===== src/design/ast_pkg.sv =====
`default_nettype none
package ast_pkg;
  // register byte offsets
  localparam logic [5:0] ADDR_DATA = 6'h00;
  localparam logic [5:0] ADDR_RSR = 6'h04;
  localparam logic [5:0] ADDR_FLAG = 6'h18;
  localparam logic [5:0] ADDR_LPDIV = 6'h20;
  localparam logic [5:0] ADDR_IBRD = 6'h24;
  localparam logic [5:0] ADDR_FBRD = 6'h28;
  localparam logic [5:0] ADDR_LCRH = 6'h2c;
  localparam logic [5:0] ADDR_CTL = 6'h30;
  localparam logic [5:0] ADDR_IFLS = 6'h34;
  // line control fields
  localparam int LCRH_BRK = 0;
  localparam int LCRH_PEN = 1;
  localparam int LCRH_EPS = 2;
  localparam int LCRH_STP2 = 3;
  localparam int LCRH_FEN = 4;
  localparam int LCRH_WLEN = 5;
  localparam int LCRH_SPS = 7;
  // control fields
  localparam int CTL_EN = 0;
  localparam int CTL_SIR = 1;
  localparam int CTL_SIRLP = 2;
  localparam int CTL_TXE = 8;
  localparam int CTL_RXE = 9;
  // flag fields
  localparam int FLAG_BUSY = 3;
  localparam int FLAG_RXFE = 4;
  localparam int FLAG_TXFF = 5;
  localparam int FLAG_RXFF = 6;
  localparam int FLAG_TXFE = 7;
  localparam int FLAG_TXLVL = 8;
  localparam int FLAG_RXLVL = 9;
  // receive entry status fields (also receive status register bits 0..3)
  localparam int ENT_FE = 8;
  localparam int ENT_PE = 9;
  localparam int ENT_BE = 10;
  localparam int ENT_OE = 11;
  // reset values
  localparam logic [9:0] CTL_RESET = 10'h300;
  localparam logic [5:0] IFLS_RESET = 6'h12;
  localparam logic [7:0] LPDIV_RESET = 8'h00;
  // oversampling timing, in oversample ticks; low-power pulse in low-power clock ticks; bus response codes
  localparam logic [3:0] START_SAMPLE = 4'h7;
  localparam logic [3:0] LAST_TICK = 4'hf;
  localparam logic [3:0] SIR_PULSE_TICKS = 4'h3;
  localparam logic [1:0] SIR_LP_PULSE = 2'h3;
  localparam logic [1:0] RESP_OKAY = 2'h0;
  localparam logic [1:0] RESP_SLVERR = 2'h2;
  typedef enum logic [2:0] {
    TX_IDLE = 3'h0, TX_START = 3'h1, TX_DATA = 3'h3, TX_PAR = 3'h2, TX_STOP = 3'h6
  } ast_tx_e;
  typedef enum logic [2:0] {
    RX_IDLE = 3'h0, RX_START = 3'h1, RX_DATA = 3'h3, RX_PAR = 3'h2, RX_STOP = 3'h6,
    RX_WAITHI = 3'h7
  } ast_rx_e;
endpackage
`default_nettype wire


===== src/design/ast_uart.sv =====
// Summary of operation
// - frame is start, data lsb first, parity, stop
// - five to eight data bits, both directions
// - even, odd, stick or no parity
// - one or two stop bits sent
// - divisor is 16 integer plus 6 fraction bits
// - divisor yields 16x tick; sixteen ticks per bit
// - divisors and line control latch on line write
// - transmit and receive enables reset to enabled
// - disable lets the current character finish
// - overrun, parity, framing, break stored with character
// - sixteen-entry fifos, receive entries four bits wider
// - fifo can shrink to one-entry holding register
// - fill triggers at eighths of fifo depth
// - fifo write starts frames, back to back
// - busy until fifo empty and shifter done
// - start bit confirmed low at eighth tick
// - data sampled every sixteenth tick, then parity
// - stop must be high, else framing error
// - infrared pulses, 3/16 bit or low power
// - low power pulse clock divides by 1..256
// - fifos disabled after reset
// - data read twelve bits, write eight bits
`default_nettype none
module ast_uart
  import ast_pkg::*;
#(
  parameter int FIFO_DEPTH = 16,
  parameter int ADDR_W = 6
) (
  input wire logic aclk,
  input wire logic aresetn,
  input wire logic [ADDR_W-1:0] s_axi_awaddr,
  input wire logic [2:0] s_axi_awprot,
  input wire logic s_axi_awvalid,
  output logic s_axi_awready,
  input wire logic [31:0] s_axi_wdata,
  input wire logic [3:0] s_axi_wstrb,
  input wire logic s_axi_wvalid,
  output logic s_axi_wready,
  output logic [1:0] s_axi_bresp,
  output logic s_axi_bvalid,
  input wire logic s_axi_bready,
  input wire logic [ADDR_W-1:0] s_axi_araddr,
  input wire logic [2:0] s_axi_arprot,
  input wire logic s_axi_arvalid,
  output logic s_axi_arready,
  output logic [31:0] s_axi_rdata,
  output logic [1:0] s_axi_rresp,
  output logic s_axi_rvalid,
  input wire logic s_axi_rready,
  input wire logic serial_in,
  output logic serial_out
);
  localparam int AW = $clog2(FIFO_DEPTH);
  if (FIFO_DEPTH < 8 || (1 << AW) != FIFO_DEPTH || ADDR_W < 6) begin : g_bad_param
    $error("fifo depth must be a power of two >= 8 and address at least 6 bits");
  end

  function automatic logic [31:0] wmerge(input logic [31:0] old, input logic [31:0] nw,
                                         input logic [3:0] strb);
    logic [31:0] r;
    r = old;
    for (int i = 0; i < 4; i++) begin
      if (strb[i]) r[8*i +: 8] = nw[8*i +: 8];
    end
    return r;
  endfunction

  // true when no address bit above the register map is set
  function automatic logic upper_clear(input logic [ADDR_W-1:0] a);
    return (a >> 6) == '0;
  endfunction

  function automatic logic par_bit(input logic [7:0] d, input logic [1:0] wl,
                                   input logic eps, input logic sps);
    logic p;
    p = ^(d & (8'hff >> (2'h3 - wl)));
    if (sps) return !eps;
    return eps ? p : !p;
  endfunction

  function automatic logic [AW:0] level(input logic [2:0] sel, input logic [AW:0] d);
    logic [AW:0] t;
    case (sel)
      3'h0: t = d >> 3;
      3'h1: t = d >> 2;
      3'h2: t = d >> 1;
      3'h3: t = d - (d >> 2);
      default: t = d - (d >> 3);
    endcase
    return (t == '0) ? (AW+1)'(1) : t;
  endfunction

  logic [9:0] ctl;
  logic [7:0] lcrh, lat_lcrh, lpdiv;
  logic [15:0] ibrd;
  logic [5:0] fbrd, ifls;
  logic [21:0] lat_div;
  logic [3:0] rsr;
  logic [ADDR_W-1:0] aw_addr;
  logic [31:0] w_data;
  logic [3:0] w_strb;
  logic wr_fire, wr_hit;
  logic rx_meta, rx_sync;
  logic [15:0] bcnt;
  logic [5:0] bacc;
  logic [6:0] facc_sum;
  logic tick, lp_tick;
  logic [7:0] lpcnt;
  logic [7:0] tx_mem [FIFO_DEPTH];
  logic [11:0] rx_mem [FIFO_DEPTH];
  logic [AW-1:0] tx_wp, tx_rp, rx_wp, rx_rp;
  logic [AW:0] tx_count, rx_count, eff_depth;
  logic tx_full, rx_full, tx_push, tx_pop, rx_pop, busy;
  ast_tx_e tx_state;
  logic [7:0] tx_shift;
  logic [2:0] tx_bit;
  logic [3:0] tx_tk;
  logic tx_par, tx_second, tx_line, ir_pulse;
  logic [1:0] ir_lp_cnt;
  ast_rx_e rx_state;
  logic [3:0] rx_tk, sir_hold;
  logic [2:0] rx_bit;
  logic [7:0] rx_shift;
  logic rx_pe, rx_anyone, rx_line, rx_push, oe_pend;
  logic [11:0] rx_entry;

  // register bus: address and data taken in either order, write one cycle after both
  assign wr_fire = !s_axi_awready && !s_axi_wready && !s_axi_bvalid;
  assign wr_hit = upper_clear(aw_addr) && (aw_addr[5:0] == ADDR_DATA ||
    aw_addr[5:0] == ADDR_RSR || aw_addr[5:0] == ADDR_FLAG || aw_addr[5:0] == ADDR_LPDIV ||
    aw_addr[5:0] == ADDR_IBRD || aw_addr[5:0] == ADDR_FBRD || aw_addr[5:0] == ADDR_LCRH ||
    aw_addr[5:0] == ADDR_CTL || aw_addr[5:0] == ADDR_IFLS);

  always_ff @(posedge aclk) begin
    if (!aresetn) begin
      s_axi_awready <= 1'b1;
      aw_addr <= '0;
    end else if (s_axi_awvalid && s_axi_awready) begin
      s_axi_awready <= 1'b0;
      aw_addr <= s_axi_awaddr;
    end else if (s_axi_bvalid && s_axi_bready) begin
      s_axi_awready <= 1'b1;
    end
  end

  always_ff @(posedge aclk) begin
    if (!aresetn) begin
      s_axi_wready <= 1'b1;
      w_data <= 32'h0;
      w_strb <= 4'h0;
    end else if (s_axi_wvalid && s_axi_wready) begin
      s_axi_wready <= 1'b0;
      w_data <= s_axi_wdata;
      w_strb <= s_axi_wstrb;
    end else if (s_axi_bvalid && s_axi_bready) begin
      s_axi_wready <= 1'b1;
    end
  end

  always_ff @(posedge aclk) begin
    if (!aresetn) begin
      s_axi_bvalid <= 1'b0;
      s_axi_bresp <= RESP_OKAY;
    end else if (wr_fire) begin
      s_axi_bvalid <= 1'b1;
      s_axi_bresp <= wr_hit ? RESP_OKAY : RESP_SLVERR;
    end else if (s_axi_bready) begin
      s_axi_bvalid <= 1'b0;
    end
  end

  // control registers; divisor and line settings reach the logic only on a line write
  always_ff @(posedge aclk) begin
    if (!aresetn) begin
      ctl <= CTL_RESET;
      lcrh <= 8'h00;
      lat_lcrh <= 8'h00;
      ibrd <= 16'h0000;
      fbrd <= 6'h00;
      lat_div <= 22'h000000;
      ifls <= IFLS_RESET;
      lpdiv <= LPDIV_RESET;
    end else if (wr_fire && upper_clear(aw_addr)) begin
      case (aw_addr[5:0])
        ADDR_CTL: ctl <= 10'(wmerge({22'h0, ctl}, w_data, w_strb));
        ADDR_IBRD: ibrd <= 16'(wmerge({16'h0, ibrd}, w_data, w_strb));
        ADDR_FBRD: fbrd <= 6'(wmerge({26'h0, fbrd}, w_data, w_strb));
        ADDR_IFLS: ifls <= 6'(wmerge({26'h0, ifls}, w_data, w_strb));
        ADDR_LPDIV: lpdiv <= 8'(wmerge({24'h0, lpdiv}, w_data, w_strb));
        ADDR_LCRH: begin
          lcrh <= 8'(wmerge({24'h0, lcrh}, w_data, w_strb));
          lat_lcrh <= 8'(wmerge({24'h0, lcrh}, w_data, w_strb));
          lat_div <= {ibrd, fbrd};
        end
        default: ;
      endcase
    end
  end

  // read side; a data read pops the receive fifo
  always_ff @(posedge aclk) begin
    if (!aresetn) begin
      s_axi_arready <= 1'b1;
      s_axi_rvalid <= 1'b0;
      s_axi_rdata <= 32'h0;
      s_axi_rresp <= RESP_OKAY;
    end else if (s_axi_arvalid && s_axi_arready) begin
      s_axi_arready <= 1'b0;
      s_axi_rvalid <= 1'b1;
      s_axi_rresp <= RESP_OKAY;
      s_axi_rdata <= 32'h0;
      if (!upper_clear(s_axi_araddr)) begin
        s_axi_rresp <= RESP_SLVERR;
      end else begin
        case (s_axi_araddr[5:0])
          ADDR_DATA: s_axi_rdata <= rx_count != '0 ? {20'h0, rx_mem[rx_rp]} : 32'h0;
          ADDR_RSR: s_axi_rdata <= {28'h0, rsr};
          ADDR_FLAG: begin
            s_axi_rdata[FLAG_BUSY] <= busy;
            s_axi_rdata[FLAG_RXFE] <= rx_count == '0;
            s_axi_rdata[FLAG_TXFF] <= tx_full;
            s_axi_rdata[FLAG_RXFF] <= rx_full;
            s_axi_rdata[FLAG_TXFE] <= tx_count == '0;
            s_axi_rdata[FLAG_TXLVL] <= tx_count <= level(ifls[2:0], eff_depth);
            s_axi_rdata[FLAG_RXLVL] <= rx_count >= level(ifls[5:3], eff_depth);
          end
          ADDR_LPDIV: s_axi_rdata <= {24'h0, lpdiv};
          ADDR_IBRD: s_axi_rdata <= {16'h0, ibrd};
          ADDR_FBRD: s_axi_rdata <= {26'h0, fbrd};
          ADDR_LCRH: s_axi_rdata <= {24'h0, lcrh};
          ADDR_CTL: s_axi_rdata <= {22'h0, ctl};
          ADDR_IFLS: s_axi_rdata <= {26'h0, ifls};
          default: s_axi_rresp <= RESP_SLVERR;
        endcase
      end
    end else if (s_axi_rvalid && s_axi_rready) begin
      s_axi_rvalid <= 1'b0;
      s_axi_arready <= 1'b1;
    end
  end

  // fractional divider: period is integer part, plus one when the fraction carries
  assign facc_sum = {1'b0, bacc} + {1'b0, lat_div[5:0]};
  always_ff @(posedge aclk) begin
    if (!aresetn || lat_div[21:6] == 16'h0) begin
      bcnt <= 16'h0;
      bacc <= 6'h0;
      tick <= 1'b0;
    end else if (bcnt <= 16'h1) begin
      tick <= 1'b1;
      bacc <= facc_sum[5:0];
      bcnt <= lat_div[21:6] + {15'h0, facc_sum[6]};
    end else begin
      tick <= 1'b0;
      bcnt <= bcnt - 16'h1;
    end
  end

  // low-power pulse clock: 0 divides by 256, n by n
  always_ff @(posedge aclk) begin
    if (!aresetn) begin
      lpcnt <= 8'h0;
      lp_tick <= 1'b0;
    end else begin
      lp_tick <= lpcnt == 8'h0;
      lpcnt <= lpcnt == 8'h0 ? lpdiv - 8'h1 : lpcnt - 8'h1;
    end
  end

  assign eff_depth = lat_lcrh[LCRH_FEN] ? (AW+1)'(FIFO_DEPTH) : (AW+1)'(1);
  assign tx_full = tx_count >= eff_depth;
  assign rx_full = rx_count >= eff_depth;
  assign tx_push = wr_fire && aw_addr == ADDR_W'(ADDR_DATA) && w_strb[0] && !tx_full;
  assign rx_pop = s_axi_arvalid && s_axi_arready && s_axi_araddr == ADDR_W'(ADDR_DATA) &&
    rx_count != '0;
  // no frame starts before a divisor is latched, else the start bit would never end
  assign tx_pop = tx_state == TX_IDLE && tx_count != '0 && ctl[CTL_EN] && ctl[CTL_TXE] &&
    lat_div[21:6] != 16'h0;
  assign busy = tx_count != '0 || tx_state != TX_IDLE;

  always_ff @(posedge aclk) begin
    if (!aresetn) begin
      tx_wp <= '0;
      tx_rp <= '0;
      tx_count <= '0;
    end else begin
      if (tx_push) begin
        tx_mem[tx_wp] <= w_data[7:0];
        tx_wp <= tx_wp + AW'(1);
      end
      if (tx_pop) tx_rp <= tx_rp + AW'(1);
      tx_count <= tx_count + (AW+1)'(tx_push) - (AW+1)'(tx_pop);
    end
  end

  // full fifo drops the new character and marks the next stored one
  always_ff @(posedge aclk) begin
    if (!aresetn) begin
      rx_wp <= '0;
      rx_rp <= '0;
      rx_count <= '0;
      oe_pend <= 1'b0;
    end else begin
      if (rx_push && !rx_full) begin
        rx_mem[rx_wp] <= {oe_pend, rx_entry[10:0]};
        rx_wp <= rx_wp + AW'(1);
        oe_pend <= 1'b0;
      end else if (rx_push) begin
        oe_pend <= 1'b1;
      end
      if (rx_pop) rx_rp <= rx_rp + AW'(1);
      rx_count <= rx_count + (AW+1)'(rx_push && !rx_full) - (AW+1)'(rx_pop);
    end
  end

  // status of the last read character; overrun set wins over a clearing write
  always_ff @(posedge aclk) begin
    if (!aresetn) begin
      rsr <= 4'h0;
    end else begin
      if (rx_pop) rsr <= rx_mem[rx_rp][ENT_OE:ENT_FE];
      else if (wr_fire && aw_addr == ADDR_W'(ADDR_RSR)) rsr <= 4'h0;
      if (rx_push && rx_full) rsr[ENT_OE - ENT_FE] <= 1'b1;
    end
  end

  // transmitter
  always_ff @(posedge aclk) begin
    if (!aresetn) begin
      tx_state <= TX_IDLE;
      tx_shift <= 8'h0;
      tx_bit <= 3'h0;
      tx_tk <= 4'h0;
      tx_par <= 1'b0;
      tx_second <= 1'b0;
    end else begin
      case (tx_state)
        TX_IDLE: begin
          if (tx_pop) begin
            tx_state <= TX_START;
            tx_shift <= tx_mem[tx_rp];
            tx_par <= par_bit(tx_mem[tx_rp], lat_lcrh[LCRH_WLEN +: 2], lat_lcrh[LCRH_EPS],
              lat_lcrh[LCRH_SPS]);
            tx_tk <= 4'h0;
            tx_bit <= 3'h0;
            tx_second <= 1'b0;
          end
        end
        default: begin
          // once started a character always completes, even if disabled
          if (tick) begin
            tx_tk <= tx_tk + 4'h1;
            if (tx_tk == LAST_TICK) begin
              case (tx_state)
                TX_START: tx_state <= TX_DATA;
                TX_DATA: begin
                  tx_shift <= tx_shift >> 1;
                  tx_bit <= tx_bit + 3'h1;
                  if (tx_bit == 3'h4 + {1'b0, lat_lcrh[LCRH_WLEN +: 2]}) begin
                    tx_state <= lat_lcrh[LCRH_PEN] ? TX_PAR : TX_STOP;
                  end
                end
                TX_PAR: tx_state <= TX_STOP;
                TX_STOP: begin
                  if (lat_lcrh[LCRH_STP2] && !tx_second) tx_second <= 1'b1;
                  else tx_state <= TX_IDLE;
                end
                default: tx_state <= TX_IDLE;
              endcase
            end
          end
        end
      endcase
    end
  end

  always_comb begin
    case (tx_state)
      TX_START: tx_line = 1'b0;
      TX_DATA: tx_line = tx_shift[0];
      TX_PAR: tx_line = tx_par;
      default: tx_line = 1'b1;
    endcase
  end

  // infrared encoder: high pulse for each zero bit
  always_ff @(posedge aclk) begin
    if (!aresetn) begin
      ir_lp_cnt <= 2'h0;
    end else if (tx_pop || (tick && tx_tk == LAST_TICK)) begin
      ir_lp_cnt <= SIR_LP_PULSE;
    end else if (lp_tick && ir_lp_cnt != 2'h0) begin
      ir_lp_cnt <= ir_lp_cnt - 2'h1;
    end
  end
  assign ir_pulse = !tx_line && (ctl[CTL_SIRLP] ? ir_lp_cnt != 2'h0 : tx_tk < SIR_PULSE_TICKS);

  always_ff @(posedge aclk) begin
    if (!aresetn) serial_out <= 1'b1;
    else if (lat_lcrh[LCRH_BRK]) serial_out <= 1'b0;
    else if (ctl[CTL_SIR]) serial_out <= ir_pulse;
    else serial_out <= tx_line;
  end

  // receive input: synchroniser, then infrared decoder stretching low pulses
  always_ff @(posedge aclk) begin
    if (!aresetn) begin
      rx_meta <= 1'b1;
      rx_sync <= 1'b1;
    end else begin
      rx_meta <= serial_in;
      rx_sync <= rx_meta;
    end
  end

  always_ff @(posedge aclk) begin
    if (!aresetn) sir_hold <= 4'h0;
    else if (!rx_sync) sir_hold <= LAST_TICK;
    else if (tick && sir_hold != 4'h0) sir_hold <= sir_hold - 4'h1;
  end
  assign rx_line = ctl[CTL_SIR] ? rx_sync && sir_hold == 4'h0 : rx_sync;

  // receiver
  always_ff @(posedge aclk) begin
    if (!aresetn) begin
      rx_state <= RX_IDLE;
      rx_tk <= 4'h0;
      rx_bit <= 3'h0;
      rx_shift <= 8'h0;
      rx_pe <= 1'b0;
      rx_anyone <= 1'b0;
      rx_push <= 1'b0;
      rx_entry <= 12'h0;
    end else begin
      rx_push <= 1'b0;
      case (rx_state)
        RX_IDLE: begin
          // half duplex in infrared mode: no reception starts while sending
          if (ctl[CTL_EN] && ctl[CTL_RXE] && !rx_line &&
              !(ctl[CTL_SIR] && tx_state != TX_IDLE)) begin
            rx_state <= RX_START;
            rx_tk <= 4'h0;
          end
        end
        RX_START: begin
          if (tick) begin
            rx_tk <= rx_tk + 4'h1;
            if (rx_tk == START_SAMPLE) begin
              rx_state <= rx_line ? RX_IDLE : RX_DATA;
              rx_tk <= 4'h0;
              rx_bit <= 3'h0;
              rx_shift <= 8'h0;
              rx_anyone <= 1'b0;
              rx_pe <= 1'b0;
            end
          end
        end
        RX_WAITHI: if (rx_line) rx_state <= RX_IDLE;
        default: begin
          if (tick) begin
            rx_tk <= rx_tk + 4'h1;
            if (rx_tk == LAST_TICK) begin
              rx_anyone <= rx_anyone | rx_line;
              case (rx_state)
                RX_DATA: begin
                  rx_shift[rx_bit] <= rx_line;
                  rx_bit <= rx_bit + 3'h1;
                  if (rx_bit == 3'h4 + {1'b0, lat_lcrh[LCRH_WLEN +: 2]}) begin
                    rx_state <= lat_lcrh[LCRH_PEN] ? RX_PAR : RX_STOP;
                  end
                end
                RX_PAR: begin
                  rx_pe <= rx_line != par_bit(rx_shift, lat_lcrh[LCRH_WLEN +: 2],
                    lat_lcrh[LCRH_EPS], lat_lcrh[LCRH_SPS]);
                  rx_state <= RX_STOP;
                end
                default: begin
                  rx_push <= 1'b1;
                  rx_entry <= {1'b0, !rx_line && !rx_anyone, rx_pe, !rx_line, rx_shift};
                  rx_state <= (!rx_line && !rx_anyone) ? RX_WAITHI : RX_IDLE;
                end
              endcase
            end
          end
        end
      endcase
    end
  end

  property p_busy_tx;
    @(posedge aclk) disable iff (!aresetn) tx_count != '0 |-> busy ##1 busy;
  endproperty
  a_busy_tx: assert property (p_busy_tx) else $error("busy low while tx work pending");

  property p_false_start;
    @(posedge aclk) disable iff (!aresetn)
      rx_state == RX_START && tick && rx_tk == START_SAMPLE && rx_line |=> rx_state == RX_IDLE;
  endproperty
  a_false_start: assert property (p_false_start) else $error("false start kept");

  property p_div_latch;
    @(posedge aclk) disable iff (!aresetn)
      !(wr_fire && aw_addr == ADDR_W'(ADDR_LCRH)) |=> $stable(lat_div) && $stable(lat_lcrh);
  endproperty
  a_div_latch: assert property (p_div_latch) else $error("divisor latch changed");

  property p_enables_reset;
    @(posedge aclk) $rose(aresetn) |-> ctl[CTL_TXE] && ctl[CTL_RXE] && !lat_lcrh[LCRH_FEN];
  endproperty
  a_enables_reset: assert property (p_enables_reset) else $error("bad reset enables");

  property p_start_low;
    @(posedge aclk) disable iff (!aresetn)
      tx_state == TX_START && !lat_lcrh[LCRH_BRK] && !ctl[CTL_SIR] |=> !serial_out;
  endproperty
  a_start_low: assert property (p_start_low) else $error("start bit not low");

  property p_break_low;
    @(posedge aclk) disable iff (!aresetn)
      lat_lcrh[LCRH_BRK] ##1 lat_lcrh[LCRH_BRK] |-> !serial_out;
  endproperty
  a_break_low: assert property (p_break_low) else $error("break not driven low");

  property p_overrun;
    @(posedge aclk) disable iff (!aresetn)
      rx_push && rx_full && !rx_pop |=> rx_count == $past(rx_count) && oe_pend && rsr[3];
  endproperty
  a_overrun: assert property (p_overrun) else $error("overrun not handled");

  property p_tx_start;
    @(posedge aclk) disable iff (!aresetn)
      tx_state == TX_IDLE && tx_count != '0 && ctl[CTL_EN] && ctl[CTL_TXE] && lat_div[21:6] != '0
      |=> tx_state == TX_START && tx_count == $past(tx_count) + (AW+1)'($past(tx_push)) - 1'b1;
  endproperty
  a_tx_start: assert property (p_tx_start) else $error("frame did not start");

  property p_framing;
    @(posedge aclk) disable iff (!aresetn)
      rx_state == RX_STOP && tick && rx_tk == LAST_TICK
      |=> rx_push && rx_entry[ENT_FE] == !$past(rx_line);
  endproperty
  a_framing: assert property (p_framing) else $error("framing status wrong");
endmodule
`default_nettype wire


===== config.mk =====
export PLATFORM = sky130hd
export DESIGN_NAME = ast_uart
export DESIGN_NICKNAME = d
export VERILOG_FILES = /design/src/design/ast_pkg.sv /design/src/design/ast_uart.sv
export SDC_FILE = /design/constraint.sdc
export NUM_CORES = 1
export LEC_CHECK = 0
export ABC_AREA = 1
export BUFFER_PORTS_ARGS = -buffer_cell sky130_fd_sc_hd__buf_4
export CAP_MARGIN = 20
export CORE_UTILIZATION = 55
export CTS_CLUSTER_SIZE = 12
export DETAILED_ROUTE_END_ITERATION = 16
export GPL_TIMING_DRIVEN = 0
export HOLD_SLACK_MARGIN = 0.1
export PLACE_DENSITY = 0.75
export SYNTH_ARGS = -nofsm -noshare
export SYNTH_HDL_FRONTEND = slang
export SYNTH_SLANG_ARGS = --single-unit

===== constraint.sdc =====
create_clock -name aclk -period 3.2 [get_ports aclk]
set_clock_uncertainty 0.2 [all_clocks]
set_input_delay 0.16 -clock aclk [delete_from_list [all_inputs] [get_ports aclk]]
set_output_delay 0.16 -clock aclk [all_outputs]
set_load 0.05 [all_outputs]

==> run summary, run 1 <==
Reg2Reg Launch Point -> lat_div[0]
Leak pwr -> 11.5 nW
Post-synth top area share -> 0.383
Pwr Density -> 529 nW/um2
Initial DRT Pass Iterations -> 6
Layout Area Growth over Synthesis -> 15.7%
Final Hold Vio Count -> 0
Clock latency on the worst-skew pair -> 0.63 ns
I/O Buffers -> 61
DR vias/cell -> 5.85
Synth Register Bits -> 575
DRC Markers -> 0
Area contributors post-synth -> edfxtp_1 38%, dfxtp_1 20%, o21ai_0 6.1%
CTS max path bufs -> 3
Critical Path Source -> lat_div[0]
Share of layout cells above drive strength 1 -> 0.103
RSZ-0062 raised after global routing -> yes
CP Capture Type -> flip-flop
Number of synthesis warnings -> 0
Status -> finished with violations
Post-synth EDFFs -> 320
Antenna violations before repair -> 0
Fmax -> 307 MHz
Final ANT Viol Nets -> 0
CTS Buf Count -> 57
Mean Syn Cell Area -> 9.47 um2
Register area share after synthesis -> 0.586
Reg clk slew, reported paths -> 0.06 ns
Tightest Pin Transition -> 1.02 ns
CP required -> 3.51 ns
Total power -> 15.4 mW
Nets -> 2986
Die width -> 216 um
Ys flop type -> edfxtp_1
Maxcap violations -> 0
Vias -> 20511
Startpoint Class -> flip-flop
WL/cell -> 20.7 um
Met1 usage -> 0.406
Initial core utilization -> 0.563
Ys async rst share -> 0
Die height -> 216 um
Met2 usage -> 0.511
Critical Path AT -> 3.56 ns
Tcrit/Tclk final -> 1.02
Final setup viols -> 2
Peak supply drop -> 490 uV
Worst setup margin -> -0.0530 ns
Number of cells produced by synthesis -> 2651
Post-synthesis cell type count -> 61
Final wirelength -> 72.5 mm
Met3 global-route usage -> 0.0582
Sink Count -> 575
Clock root buffer -> clkbuf_16
Core ar. -> 44600 um2
H-tree depth -> 2
Slew Viols, Final -> 0
Fin crit period -> 3.25 ns
GPL Wtd Cong -> 0.947
Largest net degree at the start of global routing -> 20
Slew headroom -> 0.317
Remaining Overflow, GRT -> 0
Synth area leader -> edfxtp_1
Netlist Area Pre-Place -> 25100 um2
Dpl ws -> -0.427 ns
Hold path start -> s_axi_rready
Post-DP HPWL -> 49.5 mm
Io pins -> 104
Hold WC Path Type -> input port to flip-flop
CTS tree -> yes
# diodes -> 0
First-pass GRT wire length -> 112 mm
Total track usage -> 0.310
Vias in the first global route -> 19959
Setup Crit Path Kind -> flip-flop to flip-flop
Most used routing layer -> met2
Initial drt markers -> 2248
Failing checks -> setup timing
Rows -> 77
Die area -> 46500 um2
Crit-path max FO -> 3
-- layout make-up --
cell class / count / area [um2]
well taps: 592 / 741
clock buffers: 97 / 1700
multi-input cells: 1722 / 8990
plain buffers: 131 / 694
inverters: 240 / 910
repair buffers: 139 / 1220
clock inverters: 8 / 65.1
fillers: 3522 / 15600
flip-flops and latches: 575 / 14700
-- sequential cells by signal, summed over array words and instances (netlist names), 5 cells and up, named ones only --
register and flops:
lpcnt 8, fbrd 6, s_axi_rdata 16, tx_shift 8
rx_mem 192, bcnt 16, rx_count 5, lat_lcrh 8
w_data 16, ifls 6, ibrd 16, aw_addr 6
tx_count 5, rx_shift 8, tx_mem 128, lpdiv 8
rx_entry 11, lat_div 22, ctl 10, bacc 6
-- repair_timing --
item                                    CTS  global route
resized for setup                        15            24
buffers inserted                          5             5
endpoints found under the hold margin    46             0
endpoints found under the setup margin  175            46
hold buffers                             62             0
pin swaps                                 8            17
-- through the flow --
| stage | setup TNS, ns | hold slack [ns] | area (um2) | utilization | std cells |
|---|---|---|---|---|---|
| 6_report | -0.0704 | 0.150 | 29100 | 0.651 | 3504 |
| 2_1_floorplan | 0 | 0.0666 | 25200 | - | 2668 |
| 3_3_place_gp | -72.79 | 0.156 | 26400 | 0.591 | 3321 |
| 4_1_cts | -0.0199 | 0.136 | 28900 | 0.649 | 3499 |
| 5_1_grt | -0.997 | 0.164 | 29100 | 0.651 | 3504 |
| 3_5_place_dp | -32.28 | 0.160 | 26500 | 0.593 | 3327 |
-- critical path, stage by stage (launching register included) --
cell and delay, ns:
dfxtp_2 0.36, ha_4 0.14, inv_2 0.04, fa_2 0.37
o21ai_2 0.19, a21oi_2 0.09, o21bai_1 0.22, ha_2 0.25
ha_4 0.16, nand2_4 0.06, nor3_4 0.20, nand4_1 0.16
nor3_2 0.22, nand4_1 0.15, a21oi_1 0.15, o21ai_1 0.08
o211a_1 0.11
-- layout by cell type (no fill, tap or decap), drive strengths merged, types with 2 or more instances in the layout --
cell / n
a211oi: 36
a21o: 3
a21oi: 177
a221oi: 5
a22oi: 6
a31oi: 9
buf: 135
clkbuf: 170
clkinv: 10
conb: 18
dfxtp: 255
dlygate4sd3: 62
edfxtp: 320
fa: 3
ha: 55
inv: 237
nand2: 394
nand3: 122
nand4: 18
nor2: 376
nor3: 30
nor3b: 4
nor4: 7
o2111ai: 3
o211ai: 31
o21ai: 312
o21bai: 4
o221ai: 32
o22ai: 22
o31ai: 2
or2: 7
xnor2: 14
xor2: 23
-- synth_stat cells (all sizes together), types with 4 or more instances --
| cell | count |
|---|---|
| nand2 | 394 |
| a22oi | 6 |
| nor4 | 7 |
| o221ai | 32 |
| edfxtp | 320 |
| nor2 | 376 |
| nand4 | 18 |
| xnor2 | 14 |
| buf | 58 |
| o21bai | 4 |
| a211oi | 36 |
| o21ai | 312 |
| dfxtp | 255 |
| nor3b | 4 |
| a221oi | 5 |
| o211ai | 31 |
| o22ai | 22 |
| clkbuf | 73 |
| a21oi | 177 |
| inv | 237 |
| nand3 | 122 |
| nor3 | 30 |
| ha | 55 |
| or2 | 7 |
| a31oi | 9 |
| xor2 | 23 |
-- kinds of logic (layout without fill, tap and decap cells) --
| logic type | after synthesis | in the layout | synth area share |
|---|---|---|---|
| AO/OA/AOI/OAI | 647 | 647 | 0.147 |
| flip-flops | 575 | 575 | 0.586 |
| buffers and inverters | 371 | 615 | 0.0637 |
| AND/OR/NAND/NOR | 962 | 962 | 0.160 |
| adder cells (fa/ha/maj) | 58 | 58 | 0.0298 |
| other | 1 | 18 | 0.000149 |
| XOR/XNOR | 37 | 37 | 0.0129 |
-- final timing paths --
| kind | to | slack (ns) | cells past startpoint |
|---|---|---|---|
| max | bcnt[14] | -0.05 | 16 |
| min | s_axi_rvalid | 0.15 | 5 |
| max reg2reg | bcnt[14] | -0.05 | 16 |
| min reg2reg | rx_sync | 0.23 | 1 |
-- per-layer routing --
metal / wire length, um / share of wire
met1: 29000 / 0.40
met2: 34300 / 0.47
met3: 6690 / 0.092
met4: 2590 / 0.036
met5: 0 / 0
-- report_power, final --
part	internal, mW	switching (mW)
clock	3.60	2.81
combinational	0.321	0.673
sequential	7.85	0.126
Note: power is estimated with default switching activity, not from simulation.
==> run 2, diff against run 1 <==
--- a/config.mk
+++ b/config.mk
@@ -14,6 +14,7 @@
 export GPL_TIMING_DRIVEN = 0
 export HOLD_SLACK_MARGIN = 0.1
 export PLACE_DENSITY = 0.75
+export SKIP_LAST_GASP = 1
 export SYNTH_ARGS = -nofsm -noshare
 export SYNTH_HDL_FRONTEND = slang
 export SYNTH_SLANG_ARGS = --single-unit
==> run 2 against run 1 <==
Design area barely moved. The run still ends with setup timing left. Total power about the same. Global-route usage stayed put. Critical path depth stayed put. Highest routed layer unchanged.
==> run summary, run 2 (synthesis results as in run 1) <==
Status -> finished with violations
Failing checks -> setup timing
Reg clk slew, reported paths -> 0.06 ns (about the same)
Total power -> 15.4 mW (about the same)
Reg2Reg Launch Point -> lat_div[0]
Fill count -> 3524 (+0.057%)
Hold_ws -> 0.152 ns (+0.00192 ns)
Initial DRT Pass Iterations -> 8 (+2)
Die width -> 216 um (unchanged)
R2r worst-path depth -> 16 (unchanged)
Hold path start -> s_axi_rready
Vias -> 20536 (+0.12%)
GPL Wtd Cong -> 0.947 (unchanged)
Clock latency on the worst-skew pair -> 0.63 ns (about the same)
Reg with most FFs -> rx_mem
CTS max path bufs -> 3 (unchanged)
Share of layout cells above drive strength 1 -> 0.103 (-0.000343)
Clock root buffer -> clkbuf_16
CTS tree -> yes
Pwr Density -> 529 nW/um2 (about the same)
Reg2reg end -> bcnt[14]
Placed insts -> 3327 (unchanged)
Vias in the first global route -> 19959 (unchanged)
Slew headroom -> 0.289 (-0.0281)
Final wirelength -> 72.6 mm (+0.15%)
Die height -> 216 um (unchanged)
Critical Path AT -> 3.56 ns (about the same)
First-pass GRT wire length -> 112 mm (unchanged)
Peak supply drop -> 489 uV (-0.36%)
Antenna violations before repair -> 0 (unchanged)
Dpl ws -> -0.427 ns (unchanged)
Io pins -> 104 (unchanged)
Leak pwr -> 11.5 nW (about the same)
Final ANT Viol Nets -> 0 (unchanged)
Fmax -> 307 MHz (about the same)
Max reg flops -> 192 (unchanged)
Nets -> 2986 (unchanged)
Top Registers -> rx_mem: 192 flops, tx_mem: 128 flops, lat_div: 22 flops
WL/cell -> 20.7 um (+0.15%)
DRC Markers -> 0 (unchanged)
Post-DP HPWL -> 49.5 mm (unchanged)
# diodes -> 0 (unchanged)
Commonest cells after routing, fill and taps aside -> 383 x nand2_1, 353 x nor2_1, 320 x edfxtp_1
Commonest non-fill, non-tap cell in the layout -> nand2_1
I/O Buffers -> 61 (unchanged)
Tcrit/Tclk final -> 1.02 (about the same)
Startpoint Class -> flip-flop
Initial drt markers -> 2196 (-2.3%)
Final Hold Vio Count -> 0 (unchanged)
Core ar. -> 44600 um2 (unchanged)
Slew Viols, Final -> 0 (unchanged)
Total track usage -> 0.310 (unchanged)
CP required -> 3.51 ns (about the same)
CTS Buf Count -> 57 (unchanged)
Final setup viols -> 2 (unchanged)
CP Capture Type -> flip-flop
Maxcap violations -> 0 (unchanged)
DR vias/cell -> 5.86 (+0.12%)
RSZ-0062 raised after global routing -> yes
Initial core utilization -> 0.563 (unchanged)
Die area -> 46500 um2 (unchanged)
H-tree depth -> 2 (unchanged)
Flop2flop setup slack -> -0.05 ns (about the same)
Tightest Pin Transition -> 1.07 ns (+0.0421 ns)
Sink Count -> 575 (unchanged)
Critical Path Source -> lat_div[0]
Layout Area Growth over Synthesis -> 15.7% (about the same)
Setup Crit Path Kind -> flip-flop to flip-flop
Hold WC Path Type -> input port to flip-flop
Worst setup margin -> -0.0526 ns (+0.000350 ns)
Setup TNS -> -0.0561 ns (+0.0143 ns)
Fin cells -> 3504 (unchanged)
Remaining Overflow, GRT -> 0 (unchanged)
Crit-path max FO -> 3 (unchanged)
Fin crit period -> 3.25 ns (-0.000350 ns)
End point of the critical path -> bcnt[14]
Largest net degree at the start of global routing -> 20 (unchanged)
Rows -> 77 (unchanged)
==> run 2: cell counts in the layout (fill, tap and decap cells not counted) <==
No cell type changed its count.
==> run 2: timing repair <==
| item | in CTS | in global routing |
|---|---|---|
| hold buffers | 62 | 0 |
| gates resized for setup | 15 | 21 |
| pin swaps | 8 | 16 |
| buffers inserted | 5 | 5 |
| hold endpoints to repair | 46 | 0 |
| setup endpoints to repair | 175 | 46 |
==> run 2: area by class of cell <==
cell class / count / area (um2) / area share
Multi-Input combinational cell: 1722 / 8990 / 0.310
Inverter: 240 / 907 / 0.0312
Tap cell: 592 / 741 / 0.0255
Clock buffer: 97 / 1700 / 0.0586
Sequential cell: 575 / 14700 / 0.507
Clock inverter: 8 / 65.1 / 0.00224
Timing Repair Buffer: 139 / 1220 / 0.0420
Buffer: 131 / 694 / 0.0239
==> run 2: report_power, final <==
group | total [mW] | internal [mW] | switching, mW
logic | 0.996 | 0.321 | 0.675
registers | 7.98 | 7.85 | 0.126
clock network | 6.39 | 3.60 | 2.79
total | 15.4 | 11.8 | 3.60
==> run 2: per-stage QoR <==
step | util | area [um2]
floorplan | - | 25200
global placement | 0.591 | 26400
detailed placement | 0.593 | 26500
CTS | 0.649 | 28900
global route | 0.651 | 29000
finish | 0.651 | 29000
==> run 2: worst min-delay path by stage <==
| stage | endpoint | slack (ns) | depth (start not counted) |
|---|---|---|---|
| floorplan | rx_meta | 0.07 | 1 |
| CTS | s_axi_bvalid | 0.14 | 5 |
| global route | s_axi_rvalid | 0.16 | 5 |
| detailed placement | rx_meta | 0.16 | 2 |
| finish | s_axi_rvalid | 0.15 | 5 |
| global placement | rx_meta | 0.16 | 2 |
==> run 2: metal layers <==
metal / global-route usage / up-vias / share of wire
li1: - / 9522 / -
met2: 0.511 / 1018 / 0.48
met1: 0.406 / 9803 / 0.40
met3: 0.0582 / 193 / 0.091
met4: 0.120 / 0 / 0.035
met5: 0 / - / 0
==> run 2: worst max-delay path: stages, from the launching register on <==
cell	delay (ns)
dfxtp_2	0.36
ha_4	0.14
inv_2	0.04
fa_2	0.37
o21ai_2	0.19
a21oi_2	0.09
o21bai_1	0.22
ha_2	0.25
ha_4	0.16
nand2_4	0.06
nor3_4	0.20
nand4_1	0.16
nor3_2	0.22
nand4_1	0.15
a21oi_1	0.15
o21ai_1	0.08
o211a_1	0.11
